===== src/hdl/vbap_consts.vh =====
// Constants for the video board CPU access path
`ifndef VBAP_CONSTS_VH
`define VBAP_CONSTS_VH
// ****************************************
// I/O port addresses (low address byte)
// ****************************************
`define VBAP_IO_CTRL_BASE 8'hdc
`define VBAP_IO_CTRL_MASK 8'hfe
`define VBAP_IO_PORT_BASE 8'hd8
`define VBAP_IO_PORT_MASK 8'hfc
`define VBAP_IO_PEN_BASE 8'hde
`define VBAP_IO_PEN_MASK 8'hfe
// ****************************************
// Bank windows (address bits 23:16)
// ****************************************
`define VBAP_BANK_RED 8'h0d
`define VBAP_BANK_GREEN 8'h0e
`define VBAP_BANK_BLUE 8'h0c
// ****************************************
// Port register indices
// ****************************************
`define VBAP_PREG_ENABLE 2'h0
`define VBAP_PREG_WRITE 2'h1
`define VBAP_PREG_OFFSET 2'h2
`define VBAP_PREG_CONTROL 2'h3
// Enable register bits
`define VBAP_EN_RED 0
`define VBAP_EN_GREEN 1
`define VBAP_EN_BLUE 2
`define VBAP_EN_FLASH 3
// Write-select register bits
`define VBAP_WR_RED 0
`define VBAP_WR_GREEN 1
`define VBAP_WR_BLUE 2
// Control register bits
`define VBAP_CT_RAMEN 0
`define VBAP_CT_CLEAR 1
`define VBAP_CT_FILL 2
// ****************************************
// Wishbone register byte addresses
// ****************************************
`define VBAP_WB_ENABLE 4'h0
`define VBAP_WB_WRITE 4'h4
`define VBAP_WB_OFFSET 4'h8
`define VBAP_WB_CONTROL 4'hc
// ****************************************
// Timing
// ****************************************
`define VBAP_CURSOR_DELAY 2
`define VBAP_SLOTS_PER_CYCLE 3
`define VBAP_HOST_SLOT 2'h2
`endif


===== src/hdl/vbap_access_path.v =====
// Video board host access path: output alignment, decodes, port, wait control
// Function
// Cursor delayed two character clocks before merging into colour outputs.
// Syncs and three colour lines re-registered together on dot clock.
// Colour outputs high means colour on, low means black.
// Monochrome: three colour bits decoded one-hot into eight registered lines.
// Low address byte decodes controller, output port and light-pen selects.
// Readback select active when controller or port select active.
// Board read buffer enabled for an I/O select or any bank select with data-in strobe.
// Two low address bits pick port register; direction from output status.
// Host programs every port line as an output.
// Display enables gate dot video; flash forces enabled colours high.
// Bank write-selects choose banks; colours written in separate cycles.
// Clear-screen bit drives memory circuits to clear quickly.
// Memory address decoded to red, green and blue 64K bank selects.
// Bank decode only with RAM enable, memory cycle, never I/O output.
// Each bank select covers 64K; only 32K populated.
// Any-bank select formed; with data-in strobe enables read buffer.
// Phantom line asserted whenever any bank select is active.
// Ready driven low while controller owns video RAM.
// Host keeps bank select asserted through the wait.
// Read data driven from the single selected bank latch with strobe.
// Upper address plus latched offset maps host view onto 0-64K.
// Light-pen select only while servicing light-pen interrupt.
// Eight dots per character; character strobe every eighth dot.
// Controller owns two of three slots; host gets third.
// Ready released at start of host slot.
//
// The register offsets and register access over Wishbone were decided locally.
`timescale 1ns/1ps
`include "vbap_consts.vh"
module vbap_access_path #(
    parameter DOTS_PER_CHAR = 8
) (
    input wire mclk,
    input wire rst,
    // Wishbone register slave
    input wire wb_cyc_i,
    input wire wb_stb_i,
    input wire wb_we_i,
    input wire [3:0] wb_adr_i,
    input wire [3:0] wb_sel_i,
    input wire [31:0] wb_dat_i,
    output reg [31:0] wb_dat_o,
    output wire wb_ack_o,
    // Video inputs from the display controller
    input wire hsyncIn,
    input wire vsyncIn,
    input wire cursorIn,
    input wire redDot,
    input wire greenDot,
    input wire blueDot,
    // Host bus
    input wire [23:0] busAddr,
    input wire [7:0] busDataOut,
    input wire ioCycle,
    input wire memRead,
    input wire memWrite,
    input wire outCycle,
    input wire dataInStrobe,
    input wire peripheralEnableClock,
    input wire lightPenIrqActive,
    input wire [7:0] redLatch,
    input wire [7:0] greenLatch,
    input wire [7:0] blueLatch,
    input wire [7:0] controllerReadData,
    // Video outputs
    output reg redOut,
    output reg greenOut,
    output reg blueOut,
    output reg hsyncOut,
    output reg vsyncOut,
    output reg [7:0] greyLevel,
    // Decodes and bus control
    output wire displayControllerSelect,
    output wire outputPortSelect,
    output wire controllerPortReadbackSelect,
    output wire lightPenSelect,
    output wire boardIoReadSelect,
    output wire boardReadBufferEnable,
    output wire redBankSelect,
    output wire greenBankSelect,
    output wire blueBankSelect,
    output wire anyBankSelect,
    output wire anyBankSelectBuffered,
    output wire phantom,
    output wire videoRamReady,
    output wire hostAddressPathSelect,
    output reg [7:0] readData,
    output reg [15:0] videoRamAddr,
    output wire [2:0] bankWriteSelect,
    output wire clearScreenRequest,
    output wire clearFillLevel,
    output reg characterStrobe
);
    // ****************************************
    // Character timing and memory slots
    // ****************************************
    reg [2:0] dotCount;
    reg [1:0] slot;
    always @(posedge mclk)
    begin
        if (rst)
        begin
            dotCount <= 3'h0;
            slot <= 2'h0;
            characterStrobe <= 1'b0;
        end
        else
        begin
            characterStrobe <= (dotCount == DOTS_PER_CHAR - 2);
            if (dotCount == DOTS_PER_CHAR - 1)
            begin
                dotCount <= 3'h0;
                if (slot == `VBAP_SLOTS_PER_CYCLE - 1)
                begin
                    slot <= 2'h0;
                end
                else
                begin
                    slot <= slot + 2'h1;
                end
            end
            else
            begin
                dotCount <= dotCount + 3'h1;
            end
        end
    end
    wire hostSlot = (slot == `VBAP_HOST_SLOT);

    // ****************************************
    // Port registers
    // ****************************************
    reg [3:0] displayEnable;
    reg [2:0] writeSelect;
    reg [7:0] mappingOffsetBits;
    reg [2:0] control;
    reg peClkPrev;
    wire wbReq = wb_cyc_i & wb_stb_i;
    reg wbAck;
    wire wbWrite = wbReq & wb_we_i & ~wbAck & wb_sel_i[0];
    wire peFall = peClkPrev & ~peripheralEnableClock;
    wire portWrite = outputPortSelect & outCycle & peFall;
    always @(posedge mclk)
    begin
        if (rst)
        begin
            displayEnable <= 4'h0;
            writeSelect <= 3'h0;
            mappingOffsetBits <= 8'h00;
            control <= 3'h0;
            peClkPrev <= 1'b0;
        end
        else
        begin
            peClkPrev <= peripheralEnableClock;
            if (portWrite)
            begin
                case (busAddr[1:0])
                    `VBAP_PREG_ENABLE: displayEnable <= busDataOut[3:0];
                    `VBAP_PREG_WRITE: writeSelect <= busDataOut[2:0];
                    `VBAP_PREG_OFFSET: mappingOffsetBits <= busDataOut;
                    default: control <= busDataOut[2:0];
                endcase
            end
            else if (wbWrite)
            begin
                case (wb_adr_i)
                    `VBAP_WB_ENABLE: displayEnable <= wb_dat_i[3:0];
                    `VBAP_WB_WRITE: writeSelect <= wb_dat_i[2:0];
                    `VBAP_WB_OFFSET: mappingOffsetBits <= wb_dat_i[7:0];
                    `VBAP_WB_CONTROL: control <= wb_dat_i[2:0];
                    default: control <= control;
                endcase
            end
        end
    end
    assign bankWriteSelect = writeSelect;
    assign clearScreenRequest = control[`VBAP_CT_CLEAR];
    assign clearFillLevel = control[`VBAP_CT_FILL];

    // ****************************************
    // Wishbone slave: one wait state, then ack
    // ****************************************
    always @(posedge mclk)
    begin
        if (rst)
        begin
            wbAck <= 1'b0;
            wb_dat_o <= 32'h00000000;
        end
        else
        begin
            wbAck <= wbReq & ~wbAck;
            case (wb_adr_i)
                `VBAP_WB_ENABLE: wb_dat_o <= {28'h0000000, displayEnable};
                `VBAP_WB_WRITE: wb_dat_o <= {29'h00000000, writeSelect};
                `VBAP_WB_OFFSET: wb_dat_o <= {24'h000000, mappingOffsetBits};
                `VBAP_WB_CONTROL: wb_dat_o <= {28'h0000000, ~videoRamReady, control};
                default: wb_dat_o <= 32'h00000000;
            endcase
        end
    end
    assign wb_ack_o = wbAck;

    // ****************************************
    // I/O decode
    // ****************************************
    wire [7:0] ioAddr = busAddr[7:0];
    assign displayControllerSelect = ioCycle &
        ((ioAddr & `VBAP_IO_CTRL_MASK) == `VBAP_IO_CTRL_BASE);
    assign outputPortSelect = ioCycle &
        ((ioAddr & `VBAP_IO_PORT_MASK) == `VBAP_IO_PORT_BASE);
    // Light-pen counters are only meaningful while an interrupt is serviced
    assign lightPenSelect = ioCycle & lightPenIrqActive &
        ((ioAddr & `VBAP_IO_PEN_MASK) == `VBAP_IO_PEN_BASE);
    assign controllerPortReadbackSelect = displayControllerSelect | outputPortSelect;
    assign boardIoReadSelect = controllerPortReadbackSelect | lightPenSelect;

    // ****************************************
    // Bank select decode
    // ****************************************
    // Full 64K windows decoded; only the low 32K of each is populated
    wire bankDecodeEnable = control[`VBAP_CT_RAMEN] & (memRead | memWrite) & ~outCycle;
    assign redBankSelect = bankDecodeEnable & (busAddr[23:16] == `VBAP_BANK_RED);
    assign greenBankSelect = bankDecodeEnable & (busAddr[23:16] == `VBAP_BANK_GREEN);
    assign blueBankSelect = bankDecodeEnable & (busAddr[23:16] == `VBAP_BANK_BLUE);
    assign anyBankSelect = redBankSelect | greenBankSelect | blueBankSelect;
    assign anyBankSelectBuffered = anyBankSelect;
    assign phantom = anyBankSelect;
    assign boardReadBufferEnable = dataInStrobe & (boardIoReadSelect | anyBankSelect);

    // ****************************************
    // Wait control and address path
    // ****************************************
    // Host relies on holding its bank select through the wait
    assign videoRamReady = ~(anyBankSelect & ~hostSlot);
    assign hostAddressPathSelect = anyBankSelect & hostSlot;

    // ****************************************
    // Read data and address mapping
    // ****************************************
    always @(posedge mclk)
    begin
        if (rst)
        begin
            readData <= 8'h00;
            videoRamAddr <= 16'h0000;
        end
        else
        begin
            videoRamAddr <= {busAddr[15:8] + mappingOffsetBits, busAddr[7:0]};
            if (dataInStrobe & redBankSelect)
            begin
                readData <= redLatch;
            end
            else if (dataInStrobe & greenBankSelect)
            begin
                readData <= greenLatch;
            end
            else if (dataInStrobe & blueBankSelect)
            begin
                readData <= blueLatch;
            end
            else if (dataInStrobe & controllerPortReadbackSelect)
            begin
                readData <= outputPortSelect ? {4'h0, displayEnable} : controllerReadData;
            end
            else
            begin
                readData <= 8'h00;
            end
        end
    end

    // ****************************************
    // Video output alignment
    // ****************************************
    wire cursorDelayed;
    vbap_delay_line #(
        .WIDTH(1),
        .DEPTH(`VBAP_CURSOR_DELAY)
    ) cursorDelay (
        .mclk(mclk),
        .rst(rst),
        .shift(characterStrobe),
        .din(cursorIn),
        .dout(cursorDelayed)
    );
    wire flash = displayEnable[`VBAP_EN_FLASH];
    wire [2:0] dots = {blueDot, greenDot, redDot};
    wire [2:0] enables = displayEnable[2:0];
    wire [2:0] colour = enables & (flash ? 3'h7 : dots);
    wire [2:0] merged = colour | {3{cursorDelayed}};
    always @(posedge mclk)
    begin
        if (rst)
        begin
            redOut <= 1'b0;
            greenOut <= 1'b0;
            blueOut <= 1'b0;
            hsyncOut <= 1'b0;
            vsyncOut <= 1'b0;
            greyLevel <= 8'h01;
        end
        else
        begin
            // All five lines share one register stage to equalise skew
            redOut <= merged[0];
            greenOut <= merged[1];
            blueOut <= merged[2];
            hsyncOut <= hsyncIn;
            vsyncOut <= vsyncIn;
            greyLevel <= 8'h01 << dots;
        end
    end
endmodule // vbap_access_path


===== src/hdl/vbap_delay_line.v =====
// Small parameterised shift delay line with enable
`timescale 1ns/1ps
module vbap_delay_line #(
    parameter WIDTH = 1,
    parameter DEPTH = 2
) (
    input wire mclk,
    input wire rst,
    input wire shift,
    input wire [WIDTH-1:0] din,
    output wire [WIDTH-1:0] dout
);
    reg [WIDTH*DEPTH-1:0] stages;
    // New word enters at the bottom; one slice covers every depth, including one
    wire [WIDTH*(DEPTH+1)-1:0] chain = {stages, din};
    always @(posedge mclk)
    begin
        if (rst)
        begin
            stages <= {WIDTH*DEPTH{1'b0}};
        end
        else if (shift)
        begin
            stages <= chain[WIDTH*DEPTH-1:0];
        end
    end
    assign dout = stages[WIDTH*DEPTH-1:WIDTH*(DEPTH-1)];
endmodule // vbap_delay_line


===== config.mk =====
export PLATFORM = sky130hd
export DESIGN_NAME = vbap_access_path
export DESIGN_NICKNAME = d
export VERILOG_FILES = /design/src/hdl/vbap_access_path.v /design/src/hdl/vbap_delay_line.v
export VERILOG_INCLUDE_DIRS = /design/src /design/src/hdl
export SDC_FILE = /design/constraint.sdc
export NUM_CORES = 1
export LEC_CHECK = 0
export ABC_CLOCK_PERIOD_IN_PS = 2500
export BUFFER_PORTS_ARGS = -buffer_cell sky130_fd_sc_hd__buf_4
export CORE_ASPECT_RATIO = 1.75
export CORE_UTILIZATION = 44
export CTS_CLUSTER_DIAMETER = 30
export DETAILED_ROUTE_END_ITERATION = 10
export PLACE_DENSITY = 0.8
export SLEW_MARGIN = 20
export SYNTH_ARGS = -nofsm -noshare
export SYNTH_HDL_FRONTEND = slang
export SYNTH_SLANG_ARGS = --single-unit

===== constraint.sdc =====
create_clock -name mclk -period 2.5 [get_ports mclk]
set_clock_uncertainty 0.1 [all_clocks]
set_input_delay 0.5 -clock mclk [delete_from_list [all_inputs] [get_ports mclk]]
set_output_delay 0.5 -clock mclk [all_outputs]
set_load 0.1 [all_outputs]

==> qor.yml, run 1 <==
status:
  outcome: "complete, no violations"
cells_and_area:
  drive_gt1_share_pct: 38.4
  areaGrowthSynthToFinish_pct: 41.9
  antenna_cells: 0
  final_area_sq_um: 5290
  final_nets: 686
yosys:
  syn_area_per_cell_sq_um: 9.55
  ys_seq_area_share_pct: 39.2
  synthTopCellsByArea: "dfxtp_1 39%, buf_4 5.4%, mux2i_1 3.8%"
  ys_types: 62
  synth_edf_count: 0
  synth_top_cell_area_share_pct: 39.2
  synth_seq_cells: 73
  synth_cells: 390
  ys_async_sr_fraction_pct: 0
  synth_ff_type: "dfxtp_1"
  synth_common_cells: "73 x dfxtp_1, 32 x nor2_1, 27 x buf_4, 19 x nor2b_1, 17 x nor3_1"
  synth_most_common_cell: "dfxtp_1"
  yosysWarnings: 0
  synth.cell_area_sq_um: 3730
  yosys.area.top_type: "dfxtp_1"
sta:
  post-route-period-util_pct: 96.9
  fin_crit_ns: 2.42
  hold_viol: 0
  maxSlewViolCount: 0
  grt_setup_unrepaired: "false"
  setup_viol: 0
  max_freq_mhz: 413
  worstMarginPinSlew_ns: 0.614
  relSlewSlack_pct: 58.5
clocking:
  cts.htree.levels: 3
  cts_max_path_buffers: 2
  numClockSinks: 73
  hold_buffers: 0
  cts_tree: "yes"
  cts_buffers: 9
  clk_latency_ns: 0.33
  cts_root_buf: "clkbuf_16"
  post-cts-setup-buffers: 0
  path_clk_slew_ns: 0.05
drt:
  ant_nets: 0
  drt-total-wl_um: 10900
  vias: 3621
  avgRoutedWirePerCell_um: 16.8
  drt-initial-drc-count: 206
  viasPerCell: 5.57
  dr.pass1.iters: 4
  drc: 0
worst_setup_path:
  crit_path_max_fanout: 7
  ff2ff_setup_slack_ns: 0.47
  cp-start-kind: "input port"
  crit_required_ns: 1.90
  crit_buf_inv: 3
  worstPathCellList: "buf_4, and4bb_1, nor4bb_4, buf_4, buf_4"
  crit_path_frequent_cell: "buf_4"
  crit_family: "simple AND/OR/NAND/NOR gates"
  setup.worst_path.end_class: "primary output"
  crit_slowest_cell: "nor4bb_4"
  worstSetupPathType: "input port to primary output"
  slowest_delay_ns: 0.35
  worst_ep_arrival_time_ns: 1.82
floorplanning:
  die_h_um: 124
  initial_core_util_pct: 45.1
  rows: 44
  die_w_um: 71.6
  ioPinCount: 212
  dieArea_sq_um: 8860
  core_area_sq_um: 8260
global_route:
  antenna_found_initial: 0
  grt_max_degree: 51
  grt_usage_pct: 24.8
  grt_pass1_wl_um: 16700
  grt_pass1_vias: 3555
  grt-ovfl-total: 0
run:
  drv_cap: 0
power:
  pwr_density_cell_nw_per_um2: 595
  p_total_mw: 3.15
  p_leak_nw: 2.35
  irDropWorstVdd_mv: 0.353
place:
  io_buffers: 160
  place_congestion: 0.845
  hpwl_um: 8630
  placed_area_sq_um: 4960
min_path:
  worstHoldPathType: "input port to flip-flop"
## cell usage in the layout, fill, tap and decap left out, types with 6 or more instances in the layout
cell type | netlist | routed
buf_4 | 27 | 170
dfxtp_1 | 73 | 73
nor2_1 | 32 | 30
conb_1 | 1 | 24
nor2b_1 | 19 | 19
nor3_1 | 17 | 16
inv_1 | 15 | 14
mux2i_1 | 14 | 14
a211oi_1 | 14 | 14
a21oi_1 | 11 | 11
a22oi_1 | 11 | 11
ha_1 | 10 | 10
nand2_1 | 10 | 9
clkbuf_16 | 0 | 9
nand2b_1 | 8 | 8
a221oi_2 | 8 | 8
o22ai_1 | 8 | 8
a221oi_1 | 7 | 7
nand3_1 | 6 | 6
## through the flow
step	setup TNS, ns	hold slack (ns)	worst slack [ns]	instances	utilization (%)
global route	0	0.268	0.0180	650	64.0
floorplan	-1.26	0.319	-0.436	413	-
global placement	0	0.332	0.0476	634	60.0
finish	0	0.278	0.0779	650	64.0
detailed placement	-0.000326	0.346	-0.000326	634	60.0
CTS	0	0.265	0.0542	650	63.9
## path summary, 6_finish.rpt
check | startpoint | endpoint | cells after the start
setup reg to reg | mappingOffsetBits[1] | videoRamAddr[15] | 5
hold reg to reg | dotCount[2] | characterStrobe | 2
setup / recovery | outCycle | anyBankSelect | 5
hold / removal | greenDot | greyLevel[4] | 2
## cell type report
class,count,area [sq um]
Fill cell,680,2970
Multi-Input combinational cell,282,2050
Sequential cell,73,1460
Timing Repair Buffer,171,1290
Clock buffer,14,274
Tap cell,92,115
Inverter,16,63.8
Clock inverter,2,35.0
## what timing repair did
action | CTS | global route
resized for setup | 2 | 1
hold endpoints to repair | 0 | 0
setup endpoints to repair | 2 | 5
## flip-flops by register name (all words and copies together), names as in the netlist, 2 cells and up
name,cells
readData,8
bankWriteSelect,3
wb_dat_o,8
mappingOffsetBits,8
control,3
cursorDelay.stages,2
videoRamAddr,16
slot,2
displayEnable,4
dotCount,3
greyLevel,8
## routing by layer
layer / routed length [um] / GRT usage, %
met1: 3580 / 23.1
met2: 5900 / 46.8
met3: 883 / 6.80
met4: 543 / 16.1
met5: 0 / 0
## where the power goes
group	total [mW]	switching (mW)	internal [mW]
registers	1.20	0.0111	1.19
clock network	1.31	0.461	0.853
logic	0.631	0.455	0.175
total	3.15	0.927	2.22
## logic make-up (layout without fill, tap and decap cells)
| logic type | Yosys count | count (layout) | share of synthesized area [%] |
|---|---|---|---|
| mux | 15 | 15 | 4.06 |
| other cells | 1 | 24 | 0.101 |
| buf+inv | 58 | 203 | 9.27 |
| compound gates | 88 | 88 | 18.9 |
| xor+xnor | 5 | 5 | 1.18 |
| fa+ha+maj | 11 | 11 | 3.90 |
| flops | 73 | 73 | 39.2 |
| simple gates | 139 | 139 | 23.3 |
Note: power is estimated with default switching activity, not from simulation.
==> run 2, diff against run 1 <==
--- a/config.mk
+++ b/config.mk
@@ -6,13 +6,14 @@
 export SDC_FILE = /design/constraint.sdc
 export NUM_CORES = 1
 export LEC_CHECK = 0
-export ABC_CLOCK_PERIOD_IN_PS = 2500
+export ABC_CLOCK_PERIOD_IN_PS = 2900
 export BUFFER_PORTS_ARGS = -buffer_cell sky130_fd_sc_hd__buf_4
 export CORE_ASPECT_RATIO = 1.75
-export CORE_UTILIZATION = 44
+export CORE_MARGIN = 4
+export CORE_UTILIZATION = 45
 export CTS_CLUSTER_DIAMETER = 30
 export DETAILED_ROUTE_END_ITERATION = 10
-export PLACE_DENSITY = 0.8
+export PLACE_DENSITY = 0.82
 export SLEW_MARGIN = 20
 export SYNTH_ARGS = -nofsm -noshare
 export SYNTH_HDL_FRONTEND = slang
==> constraint.sdc (replaced) <==
create_clock -name mclk -period 2.9 [get_ports mclk]
set_clock_uncertainty 0.1 [all_clocks]
set_input_delay 0.58 -clock mclk [delete_from_list [all_inputs] [get_ports mclk]]
set_output_delay 0.58 -clock mclk [all_outputs]
set_load 0.1 [all_outputs]
==> run 2 against run 1 <==
  * Non-clock buffer count decreased by 4
  * Sequential power fell by 13%
  * Total power is 14% lower
  * Clock power fell by 13%
  * Critical path type unchanged
  * Register-to-register slack improved by 0.36 ns
  * Global-route usage fell by 1.8 points
  * Final cell count fell by 0.92%
  * Largest power group unchanged
==> qor.yml, run 2 (synthesis gave the netlist of run 1 again) <==
global_route:
  grt_max_degree: 40  # -22%
  antenna_found_initial: 0  # unchanged
  grt_usage_pct: 23.0  # -1.8 points
  grt-ovfl-total: 0  # unchanged
  grt_pass1_vias: 3633  # +2.2%
  grt_pass1_wl_um: 17700  # +6.4%
clocking:
  cts.htree.levels: 3  # unchanged
  hold_buffers: 0  # unchanged
  path_clk_slew_ns: 0.06  # about the same
  cts_root_buf: "clkbuf_16"
  cts_buffers: 9  # unchanged
  cts_tree: "yes"
  post-cts-setup-buffers: 0  # unchanged
  cts_max_path_buffers: 2  # unchanged
  cts_resized: 0  # -2
  numClockSinks: 73  # unchanged
  clk_latency_ns: 0.34  # about the same
cells_and_area:
  final_cell_mix: "167 x buf_4, 73 x dfxtp_1, 32 x nor2_1, 24 x conb_1, 19 x nor2b_1"
  regMostFlops: "videoRamAddr"
  drive_gt1_share_pct: 37.7  # -0.63 points
  areaGrowthSynthToFinish_pct: 40.2
  seq_area_sq_um: 1460  # unchanged
  largest_reg_flops: 16  # unchanged
  final_nets: 682  # -0.58%
  postLayoutCoreUtil_pct: 65.1  # +1.1 points
  antenna_cells: 0  # unchanged
  layout_commonest_cell: "buf_4"
  nFillCells: 683  # +0.44%
  multi_input_area_sq_um: 2020  # -1.4%
sta:
  setup_tns_ns: 0  # unchanged
  grt_setup_unrepaired: "false"
  fin_crit_ns: 2.72
  maxSlewViolCount: 0  # unchanged
  worstMarginPinSlew_ns: 0.774  # +0.160 ns
  hold_viol: 0  # unchanged
  max_freq_mhz: 367
  setup_viol: 0  # unchanged
  post-route-period-util_pct: 94.0
  relSlewSlack_pct: 47.7  # -11 points
floorplanning:
  ioPinCount: 212  # unchanged
  dieArea_sq_um: 9860  # +11%
  initial_core_util_pct: 46.5  # +1.4 points
  die_h_um: 128  # +3.7%
  rows: 43  # -2.3%
  core_area_sq_um: 8020  # -2.9%
  die_w_um: 76.8  # +7.3%
worst_setup_path:
  r2r-end: "videoRamAddr[15]"
  setup.worst_path.end_class: "primary output"
  crit_path_start: "outCycle"
  worstSetupPathType: "input port to primary output"
  crit_required_ns: 2.22  # +0.32 ns
  cp-start-kind: "input port"
  crit_path_end: "anyBankSelectBuffered"
  rr_worst_depth: 5  # unchanged
  ff2ff_setup_slack_ns: 0.83  # +0.36 ns
  worst_ep_arrival_time_ns: 2.04  # +0.22 ns
  crit_path_max_fanout: 8  # +1
  reg2reg_from: "mappingOffsetBits[1]"
drt:
  viasPerCell: 5.59  # +0.37%
  drt-total-wl_um: 11500  # +5.7%
  ant_nets: 0  # unchanged
  dr.pass1.iters: 4  # unchanged
  avgRoutedWirePerCell_um: 17.9  # +6.7%
  drt-initial-drc-count: 167  # -19%
  vias: 3601  # -0.55%
  drc: 0  # unchanged
place:
  io_buffers: 160  # unchanged
  place_congestion: 0.878  # +4.0%
  hpwl_um: 9330  # +8.2%
status:
  outcome: "complete, no violations"
power:
  pwr_density_cell_nw_per_um2: 520  # -13%
  p_leak_nw: 2.34  # -0.57%
  irDropWorstVdd_mv: 0.296  # -16%
min_path:
  worstHoldPathType: "input port to flip-flop"
run:
  drv_cap: 0  # unchanged
## run 2: cell count changes in the layout (fill, tap and decap cells not counted), moves of 2 or more
cell	before	now
clkbuf_1	2	0
clkbuf_8	3	1
clkinv_4	0	3
nor2_1	30	32
inv_6	0	2
buf_4	170	167
nor2_2	2	0
## run 2: stage by stage
step           hold slack [ns]  std cells  power, mW  setup WS (ns)  cell area [sq um]
6_report                 0.347        644       2.71          0.175               5220
5_1_grt                  0.348        644       2.81          0.119               5220
4_1_cts                  0.343        644       2.73          0.180               5220
3_5_place_dp             0.348        628       1.60          0.171               4910
3_3_place_gp             0.329        628       1.59          0.176               4910
2_1_floorplan            0.319        413       1.45         -0.196               3820
## run 2: per-layer routing
layer	routed length (um)	vias up	GRT usage, %
met3	983	45	7.07
met1	3700	1647	20.5
li1	-	1716	-
met4	659	0	15.6
met5	0	-	0
met2	6200	193	43.7
## run 2: worst min path at each step
stage           startpoint         endpoint  depth (start not counted)
2_1_floorplan  dotCount[0]      dotCount[0]                          1
6_report          greenDot     greyLevel[5]                          2
3_5_place_dp   dotCount[2]  characterStrobe                          2
3_3_place_gp   dotCount[0]      dotCount[0]                          1
5_1_grt            blueDot     greyLevel[2]                          2
4_1_cts            blueDot     greyLevel[2]                          2
## run 2: report_power, final
| part | leakage (nW) | total [mW] | internal [mW] | switching (mW) |
|---|---|---|---|---|
| logic | 1.59 | 0.540 | 0.149 | 0.391 |
| registers | 0.595 | 1.04 | 1.03 | 0.00946 |
| clock network | 0.154 | 1.14 | 0.699 | 0.439 |
## run 2: cell type report
cell class / instances / area share (%)
well taps: 90 / 2.16
clock buffers: 10 / 4.58
repair buffers: 167 / 24.0
inverters: 16 / 1.15
flip-flops and latches: 73 / 28.0
multi-input cells: 282 / 38.7
clock inverters: 6 / 1.41
## run 2: worst max-delay path: stages
cell and delay, ns:
buf_4 0.12, and4bb_1 0.30, nor4bb_2 0.49, buf_4 0.25
buf_4 0.30
